## src/hdl/dht_pkg.sv

```systemverilog
// Package of constants for the horizontal display timing block.
// Assumes a 32-bit Avalon-MM register bus with byte addresses and one clock.
package dht_pkg;

	// Register byte offsets inside the block address window
	localparam logic [15:0] OFF_H_TOTAL_ACTIVE = 16'h8330;
	localparam logic [15:0] OFF_H_BLANK_EDGES  = 16'h8334;
	localparam logic [15:0] OFF_H_SYNC_EDGES   = 16'h8338;
	localparam logic [15:0] OFF_TIMING_LAST    = 16'h834C;
	localparam logic [15:0] OFF_TIMING_CTRL    = 16'h8350;
	localparam logic [15:0] OFF_TIMING_STATUS  = 16'h8354;

	// Timing register field layout
	localparam int HI_FIELD_MSB = 26;
	localparam int HI_FIELD_LSB = 19;
	localparam int LO_FIELD_MSB = 10;
	localparam int LO_FIELD_LSB = 3;
	localparam int CHAR_PIXELS  = 8;

	// Bits that store a value; reserved and ignored bits read as zero
	localparam logic [31:0] H_FIELD_MASK = 32'h07F8_07F8;

	// Control register layout
	localparam int CTRL_ENABLE_BIT    = 0;
	localparam int CTRL_INTERLACE_BIT = 1;
	localparam int CTRL_VTOTAL_LSB    = 16;
	localparam int CTRL_VTOTAL_MSB    = 26;
	localparam logic [31:0] CTRL_MASK = 32'h07FF_0003;

	// Status register layout
	localparam int STAT_HCOUNT_LSB = 0;
	localparam int STAT_BLANK_BIT  = 8;
	localparam int STAT_SYNC_BIT   = 9;
	localparam int STAT_ACTIVE_BIT = 10;
	localparam int STAT_VCOUNT_LSB = 16;

	// Reset values
	localparam logic [31:0] REG_RESET  = 32'h0000_0000;
	localparam logic [7:0]  HCNT_RESET = 8'h00;
	localparam logic [10:0] VCNT_RESET = 11'h000;

	// Widths
	localparam int HCNT_W = 8;
	localparam int VCNT_W = 11;

endpackage

```

## src/hdl/dht_timing.sv

```systemverilog
// Horizontal display timing generator with its Avalon-MM register slave.
// Assumes ref_clk_i is the character clock (one tick per eight pixels) and
// that the bus master holds each request until it sees waitrequest low.
`timescale 1ns/1ps

module dht_timing (
	// Clock and reset
	input  wire logic        ref_clk_i,
	input  wire logic        rst_b_i,
	// Avalon-MM slave
	input  wire logic [15:0] avs_address_i,
	input  wire logic        avs_read_i,
	input  wire logic        avs_write_i,
	input  wire logic [31:0] avs_writedata_i,
	output logic      [31:0] avs_readdata_o,
	output logic             avs_waitrequest_o,
	// CRT timing outputs
	output logic             crt_hsync_o,
	output logic             crt_blank_o,
	// Flat panel timing outputs
	output logic             panel_hsync_o,
	output logic             panel_blank_o,
	// Shared display state
	output logic             display_active_o,
	output logic             line_start_o,
	output logic      [10:0] vcount_o
);

	// Field extraction used for every timing register
	function automatic logic [7:0] hi_field(input logic [31:0] w);
		hi_field = w[dht_pkg::HI_FIELD_MSB:dht_pkg::HI_FIELD_LSB];
	endfunction

	function automatic logic [7:0] lo_field(input logic [31:0] w);
		lo_field = w[dht_pkg::LO_FIELD_MSB:dht_pkg::LO_FIELD_LSB];
	endfunction

	// Registers and state
	logic [31:0] h_total_active_q;
	logic [31:0] h_blank_edges_q;
	logic [31:0] h_sync_edges_q;
	logic [31:0] ctrl_q;
	logic [31:0] rdata_q;
	logic        wait_q;
	logic [7:0]  hcnt_q;
	logic [7:0]  hcnt_d;
	logic [10:0] vcnt_q;
	logic [10:0] vcnt_d;
	logic        blank_q;
	logic        blank_d;
	logic        sync_q;
	logic        sync_d;
	logic        active_q;
	logic        active_d;
	logic        lstart_q;
	logic        panel_sync_q;
	logic        panel_blank_q;

	// Bus decode
	wire         req       = avs_read_i | avs_write_i;
	wire         accept    = req & ~wait_q;
	wire         wr_go     = avs_write_i & ~wait_q;
	wire         sel_h1    = avs_address_i == dht_pkg::OFF_H_TOTAL_ACTIVE;
	wire         sel_h2    = avs_address_i == dht_pkg::OFF_H_BLANK_EDGES;
	wire         sel_h3    = avs_address_i == dht_pkg::OFF_H_SYNC_EDGES;
	wire         sel_ctrl  = avs_address_i == dht_pkg::OFF_TIMING_CTRL;
	wire         sel_stat  = avs_address_i == dht_pkg::OFF_TIMING_STATUS;
	wire [31:0]  wdata_h   = avs_writedata_i & dht_pkg::H_FIELD_MASK;

	// Programmed fields
	wire [7:0]   total_f   = hi_field(h_total_active_q);
	wire [7:0]   act_f     = lo_field(h_total_active_q);
	wire [7:0]   bstop_f   = hi_field(h_blank_edges_q);
	wire [7:0]   bbegin_f  = lo_field(h_blank_edges_q);
	wire [7:0]   send_f    = hi_field(h_sync_edges_q);
	wire [7:0]   sbegin_f  = lo_field(h_sync_edges_q);
	wire         en        = ctrl_q[dht_pkg::CTRL_ENABLE_BIT];
	wire         ilace     = ctrl_q[dht_pkg::CTRL_INTERLACE_BIT];
	wire [10:0]  vtotal_f  = ctrl_q[dht_pkg::CTRL_VTOTAL_MSB:dht_pkg::CTRL_VTOTAL_LSB];

	// Read data selection; unmapped words, and the vertical words in the window, read zero
	wire [31:0]  status_w  = {5'h00, vcnt_q, 5'h00, active_q, sync_q, blank_q, hcnt_q};
	wire [31:0]  rd_sel    = sel_h1   ? h_total_active_q :
	                         sel_h2   ? h_blank_edges_q  :
	                         sel_h3   ? h_sync_edges_q   :
	                         sel_ctrl ? ctrl_q           :
	                         sel_stat ? status_w         : 32'h0000_0000;

	// One wait state: waitrequest drops one cycle after a request appears
	always_ff @(posedge ref_clk_i or negedge rst_b_i) begin
		if (!rst_b_i) begin
			wait_q  <= 1'b1;
			rdata_q <= dht_pkg::REG_RESET;
		end else begin
			wait_q  <= ~(req & wait_q);
			if (req & wait_q) begin
				rdata_q <= rd_sel;
			end
		end
	end

	// Register writes, storing only the field bits
	always_ff @(posedge ref_clk_i or negedge rst_b_i) begin
		if (!rst_b_i) begin
			h_total_active_q <= dht_pkg::REG_RESET;
			h_blank_edges_q  <= dht_pkg::REG_RESET;
			h_sync_edges_q   <= dht_pkg::REG_RESET;
			ctrl_q           <= dht_pkg::REG_RESET;
		end else if (wr_go) begin
			if (sel_h1) begin
				h_total_active_q <= wdata_h;
			end
			if (sel_h2) begin
				h_blank_edges_q <= wdata_h;
			end
			if (sel_h3) begin
				h_sync_edges_q <= wdata_h;
			end
			if (sel_ctrl) begin
				ctrl_q <= avs_writedata_i & dht_pkg::CTRL_MASK;
			end
		end
	end

	// Character counter next value; wraps after the line total
	wire         h_wrap    = hcnt_q == total_f;
	wire         half_hit  = hcnt_q == {1'b0, total_f[7:1]};
	wire         v_step    = en & (h_wrap | (ilace & half_hit));
	assign hcnt_d = !en ? dht_pkg::HCNT_RESET :
	                h_wrap ? dht_pkg::HCNT_RESET : hcnt_q + 8'h01;
	assign vcnt_d = !en ? dht_pkg::VCNT_RESET :
	                !v_step ? vcnt_q :
	                (vcnt_q >= vtotal_f) ? dht_pkg::VCNT_RESET : vcnt_q + 11'h001;

	// Region edges, computed for the count that is about to be shown
	assign blank_d  = !en ? 1'b0 :
	                  (hcnt_d == bbegin_f) ? 1'b1 :
	                  (hcnt_d == bstop_f) ? 1'b0 : blank_q;
	assign sync_d   = !en ? 1'b0 :
	                  (hcnt_d == sbegin_f) ? 1'b1 :
	                  (hcnt_d == send_f) ? 1'b0 : sync_q;
	assign active_d = en & (hcnt_d <= act_f);

	// Counters and region flags
	always_ff @(posedge ref_clk_i or negedge rst_b_i) begin
		if (!rst_b_i) begin
			hcnt_q   <= dht_pkg::HCNT_RESET;
			vcnt_q   <= dht_pkg::VCNT_RESET;
			blank_q  <= 1'b0;
			sync_q   <= 1'b0;
			active_q <= 1'b0;
			lstart_q <= 1'b0;
		end else begin
			hcnt_q   <= hcnt_d;
			vcnt_q   <= vcnt_d;
			blank_q  <= blank_d;
			sync_q   <= sync_d;
			active_q <= active_d;
			lstart_q <= en & h_wrap;
		end
	end

	// Panel copies share the same counter and fields as the CRT
	always_ff @(posedge ref_clk_i or negedge rst_b_i) begin
		if (!rst_b_i) begin
			panel_sync_q  <= 1'b0;
			panel_blank_q <= 1'b0;
		end else begin
			panel_sync_q  <= sync_d;
			panel_blank_q <= blank_d;
		end
	end

	// Outputs straight from flip-flops
	assign avs_readdata_o    = rdata_q;
	assign avs_waitrequest_o = wait_q;
	assign crt_hsync_o       = sync_q;
	assign crt_blank_o       = blank_q;
	assign panel_hsync_o     = panel_sync_q;
	assign panel_blank_o     = panel_blank_q;
	assign display_active_o  = active_q;
	assign line_start_o      = lstart_q;
	assign vcount_o          = vcnt_q;
endmodule
```

## config.mk

```make
export PLATFORM = sky130hd
export DESIGN_NAME = dht_timing
export DESIGN_NICKNAME = d
export VERILOG_FILES = /design/src/hdl/dht_pkg.sv /design/src/hdl/dht_timing.sv
export SDC_FILE = /design/constraint.sdc
export NUM_CORES = 1
export LEC_CHECK = 0
export ABC_AREA = 1
export BUFFER_PORTS_ARGS = -buffer_cell sky130_fd_sc_hd__buf_2
export CORE_MARGIN = 4
export CORE_UTILIZATION = 40
export CTS_BUF_LIST = sky130_fd_sc_hd__clkbuf_4
export DETAILED_ROUTE_END_ITERATION = 10
export PLACE_DENSITY = 0.6
export SETUP_SLACK_MARGIN = 0.2
export SYNTH_ARGS = -nofsm -noshare
export SYNTH_HDL_FRONTEND = slang
export SYNTH_SLANG_ARGS = --single-unit
```

## constraint.sdc

```tcl
create_clock -name ref_clk_i -period 4.49 [get_ports ref_clk_i]
set_input_delay 0.898 -clock ref_clk_i [delete_from_list [all_inputs] [get_ports ref_clk_i]]
set_output_delay 0.898 -clock ref_clk_i [all_outputs]
set_load 0.1 [all_outputs]
```

== Word-level counts from Yosys, hierarchy flattened ==
Index checks and enable logic that the tools add are counted.

* Add/sub/neg operators: 2
* $lt $le $gt $ge: 2
* Eq/ne operators: 14
* Multiplexer cells: 16
* Bitwise gates (word level): 10
* Reduce and logical (&&, ||, !) cells: 4

{| class="wikitable"
|+ Operator list
! kind !! number
|-
| $mux 27 || 5
|-
| $eq 16x16->1 const B || 5
|-
| $eq 8x8->1 || 5
|-
| $mux 11 || 3
|-
| $mux 8 || 2
|-
| $add 11x1->11 const B || 1
|-
| $ge 11x11->1 || 1
|-
| $add 8x1->8 const B || 1
|-
| $eq 8x7->1 || 1
|-
| $le 8x8->1 || 1
|-
| $reduce_and 2->1 || 4
|-
| $and 1x1->1 || 6
|-
| $mux 1 || 6
|-
| $ne 3x1->1 const B || 2
|-
| $ne 2x1->1 const B || 1
|-
| $not 1->1 || 2
|-
| $or 1x1->1 || 2
|}

* Register bits after elaboration: 117
* Word-level logic and storage cells: 60

== Logic depth before layout (Yosys ltp) ==
* Word-level depth: 7
* Gate-level depth with buffers: 15

== Worst setup path before layout ==
No wires, ideal clock.

* Path kind: reg2reg
* Start: register vcnt_q[0], in the netlist vcount_o[0]
* End: register vcnt_q[7], in the netlist vcount_o[7]
* Setup time: 0.089 ns
* Cell stages (with the launch flop): 10
* Buffers on the path: 0
* Path slack: 2.128 ns
* Arrival: 2.273 ns
* Cells stage by stage: dfrtp_1 -> inv_1 -> ha_1 -> nand4_1 -> nor2_1 -> nand4_1 -> o2111ai_1 -> nor2_1 -> nor2_2 -> nor3b_1

* Cells in the longest elaborated chain, start to end: 4
* Elaborated cells between the ends (all ways): 5
* Classes of those cells: add/sub: 1; order compare: 1; mux: 3

{| class="wikitable"
|+ RTL lines
! what !! RTL line !! text
|-
| from (decl) || dht_timing.sv:47 || <nowiki>logic [10:0] vcnt_q;</nowiki>
|-
| from (signal assigned) || dht_timing.sv:148 || <nowiki>vcnt_q <= dht_pkg::VCNT_RESET;</nowiki>
|-
| from (signal assigned) || dht_timing.sv:155 || <nowiki>vcnt_q <= vcnt_d;</nowiki>
|-
| $add 11x1->11 / $ge 11x11->1 (equally long branches) || dht_timing.sv:133 || <nowiki>(vcnt_q >= vtotal_f) ? dht_pkg::VCNT_RESET : vcnt_q + 11'h001;</nowiki>
|-
| $mux 11 * || dht_timing.sv:133 ||
|-
| $mux 11 * || dht_timing.sv:132 || <nowiki>!v_step ? vcnt_q :</nowiki>
|-
| $mux 11 * || dht_timing.sv:131 || <nowiki>assign vcnt_d = !en ? dht_pkg::VCNT_RESET :</nowiki>
|}

Every way passes the cells marked *; elsewhere a longest branch is shown, timed or not. The select of a mux whose other input is x is not followed.
A chain may end at the register's enable or synchronous reset.

== Worst setup path after layout ==
* Start: input avs_address_i[11]
* End: register h_total_active_q[26]

* Cells in the longest elaborated chain, start to end: 2

{| class="wikitable"
|+ RTL lines
! what !! RTL line !! text
|-
| from (decl) || dht_timing.sv:11 || <nowiki>input wire logic [15:0] avs_address_i,</nowiki>
|-
| $eq 16x16->1 || dht_timing.sv:63 || <nowiki>wire sel_h1 = avs_address_i == dht_pkg::OFF_H_TOTAL_ACTIVE;</nowiki>
|-
| $reduce_and 2->1 (no line) || n/a ||
|-
| to (signal assigned) || dht_timing.sv:105 || <nowiki>h_total_active_q <= dht_pkg::REG_RESET;</nowiki>
|-
| to (signal assigned) || dht_timing.sv:111 || <nowiki>h_total_active_q <= wdata_h;</nowiki>
|-
| to (decl) || dht_timing.sv:39 || <nowiki>logic [31:0] h_total_active_q;</nowiki>
|}

Every way passes these cells.

==> results by group <==
Synth
  – Top-area cell type share of the netlist area: 42.8%
  – Ranking of synthesized cells by area: dfrtp_1 (43%), nand2_1 (15%), inv_1 (6.6%)
  – Count leader, synth: nand2_1
  – Flops & latches, synth: approximately 110
  – Ys Warns: 0
  – Seq/Total Area, Yosys: 43.2%
  – Cell count after synthesis: 833
  – Ys flop type: dfrtp_1
  – Synth unique cells: 40
  – Avg Inst Size Synth: around 7.4 um^2
  – Cell taking the most area after synthesis: dfrtp_1
  – Post-Synthesis Cell Area: a little over 6000 um^2
  – Post-synth top cells: nand2_1 (252), inv_1 (109), dfrtp_1 (106)
  – Number of flops mapped to enable cells by yosys: 0
  – Asr flop ratio synth: 100%

Clock network
  – Clock slew at reported path FFs: approximately 0.16 ns
  – Post_cts resized: 0
  – CTS root buf: clkbuf_4
  – Clk_lat worst skew: ~0.50 ns
  – H-tree depth: 3
  – Clock tree buffer depth: 2
  – TritonCTS buffer count: 9
  – CTS tree: done
  – Number of setup buffers added after CTS: 0
  – Total clock sinks: 107
  – Hold buffers post-CTS: 0

STA
  – Post-route clock period utilization: 57.8%
  – RSZ-0062 raised after global routing: no
  – Final Hold Viols: 0
  – Clk_skew: 0.0241 ns
  – Relative max-transition margin: 27.5%
  – Fmax: 385 MHz
  – Period minus WS final: roughly 2.6 ns
  – Final count of negative-setup-slack endpoints: 0
  – Least-Margin Pin Slew: 1.08 ns
  – Setup TNS Final: 0 ns
  – Pins Over Slew Limit: 0

Route
  – DR vias/cell: roughly 5
  – WL/cell: 15.9 um
  – Met3 routed wirelength: 1040 um
  – M1 wire length: 8750 um
  – Via count: ~5500
  – Routed wire length: 17400 um
  – Number of nets with antenna violations after routing: 0
  – DRT iter0 DRCs: 428
  – Met2 WL: 7260 um
  – DRC violations left: 0
  – Uppermost layer routed: met4
  – Pre-Repair DR Iteration Count: 7

Die
  – Initial Utilization: between 40% and 50%
  – Row Count: 45
  – Die Wd: 132 um
  – I/O pins: around 100
  – Chip height: ~130 um
  – Die Area: around 18000 um^2
  – Core outline area: approximately 15000 um^2

Pwr
  – Switching share of power: 36.8%
  – Combinational power share: between 20% and 30%
  – Net switching power: 0.727 mW
  – Internal power: 1.25 mW
  – Power share of the clock group: 25.0%
  – Maximum VDD drop: 0.173 mV
  – Flop pwr share: 51.4%
  – Lkg Pwr: 3.56 nW
  – PD cells: 288 nW/um^2

Placed design
  – Placer congestion estimate: 0.947
  – HPWL after DPL: 12900 um
  – Buffers on Ports: 80

Layout
  – P&R area growth vs syn: 10.6%
  – Final nets: 975
  – Final core utilization: 45.1%
  – Share of cells above drive strength 1: between 10% and 20%

Critical path
  – Startpoint Class: input pin
  – Worst setup path start: avs_address_i[11]
  – CP arrival: 2.97 ns
  – CP Capture Type: flop
  – RR Endpoint: display_active_o$_DFF_PN0_
  – Setup crit end: h_total_active_q[26]$_DFFE_PN0P_
  – Crit path kind: input pin to flop
  – CP required: 4.86 ns
  – Critical R2R Launch: ctrl_q[0]$_DFFE_PN0P_
  – R2R Setup Slk: 1.91 ns
  – R2R depth: 9
  – Worst-path maximum fanout: 24

Global route
  – Global-route wire length before repair: ~28000 um
  – Overflow after GRT: 0
  – Largest net degree at the start of global routing: 69
  – Number of global-route vias before repair: 5023
  – Initial antenna violation count: 1
  – GRT Util Overall: 19.8%

Outcome
  – Run status: finished, final reports clean

Hold path
  – Hold Path Class: flop to flop

Run
  – Max-Cap Viols: 0
==> cell usage in the layout, fill, tap and decap left out, types with 4 or more instances in the layout <==
cell      instances
o22ai_1          13
clkbuf_4          9
o211ai_1          4
inv_1           109
nor3_1            9
xor2_1           11
nor4_1            4
dfrtp_1         106
buf_2            79
nand2_2           5
nand2_1         252
a21oi_1          28
conb_1           10
nor2_2            6
ha_1             21
o221ai_1          6
o21ai_0          77
buf_4             6
nand3_1          38
nand4_1          15
inv_2             7
nor2_1           53
==> power by group through the flow <==
| stage | combinational [mW] | sequential, mW | clock, mW |
|---|---|---|---|
| after detailed placement | 0.465 | 1.03 | 0 |
| after global routing | 0.499 | 1.02 | 0.537 |
| after global placement | 0.464 | 1.03 | 0 |
| after CTS | 0.468 | 1.02 | 0.501 |
| after floorplan | 0.211 | 1.17 | 0 |
| final | 0.465 | 1.01 | 0.493 |
==> state kept, by name (all words and copies together), names as in the netlist, 8 cells and up <==
name and cells:
avs_readdata_o 22, h_blank_edges_q 16, h_sync_edges_q 16, h_total_active_q 16, ctrl_q 13, vcount_o 11, hcnt_q 8
==> cells by family (layout without fill, tap and decap cells) <==
family                     after synthesis  in the layout  share of synthesized area, %
adders and majority gates               21             21                          4.24
AOI/OAI and AO/OA                      143            143                          12.8
DFF                                    107            107                          43.2
and+or+nand+nor                        391            391                          26.8
xor gates and xnor gates                16             16                          2.50
buffers and inverters                  154            218                          10.4
other                                    1             11                        0.0605
==> final cells by class <==
type	count	area [um^2]
clock inverters	6	57.6
diodes	1	2.50
fillers	1589	8350
repair buffers	86	460
flip-flops and latches	107	2680
multi-input cells	581	2910
well taps	188	235
clock buffers	9	67.6
inverters	117	439
==> layer usage <==
metal / track usage, % / vias to the layer above
li1: - / 2790
met1: 30.6 / 2511
met2: 28.4 / 154
met3: 3.04 / 23
met4: 6.12 / 0
met5: 0 / -
==> metrics by stage <==
step	power [mW]	hold WS [ns]	area, um^2	instances	setup slack, ns
5_1_grt	2.06	0.520	6860	1095	1.68
2_1_floorplan	1.38	0.453	6230	842	2.13
4_1_cts	1.98	0.501	6850	1094	1.90
6_report	1.97	0.493	6860	1095	1.89
3_5_place_dp	1.50	0.463	6730	1079	1.39
3_3_place_gp	1.50	0.458	6730	1079	1.41
==> worst min path at each step <==
stage                                               from                        endpoint  slack (ns)  depth (start not counted)
after CTS                 avs_readdata_o[22]$_DFFE_PN0P_  avs_readdata_o[22]$_DFFE_PN0P_        0.50                          2
after floorplan                   ctrl_q[19]$_DFFE_PN0P_          ctrl_q[19]$_DFFE_PN0P_        0.45                          2
after detailed placement  avs_readdata_o[22]$_DFFE_PN0P_  avs_readdata_o[22]$_DFFE_PN0P_        0.46                          2
after global routing       avs_readdata_o[4]$_DFFE_PN0P_   avs_readdata_o[4]$_DFFE_PN0P_        0.52                          2
final                     avs_readdata_o[17]$_DFFE_PN0P_  avs_readdata_o[17]$_DFFE_PN0P_        0.49                          2
after global placement     avs_readdata_o[5]$_DFFE_PN0P_   avs_readdata_o[5]$_DFFE_PN0P_        0.46                          2
==> critical path, stage by stage <==
cell and delay [ns]:
buf_2 0.09, nor2_1 0.09, nand3_1 0.11, nor2_1 0.12, buf_4 0.20, nand2_1 0.38
inv_1 0.35, nand2_1 0.26, buf_4 0.31, nand2_1 0.08, o21ai_0 0.08
Note: power is estimated with default switching activity, not from simulation.
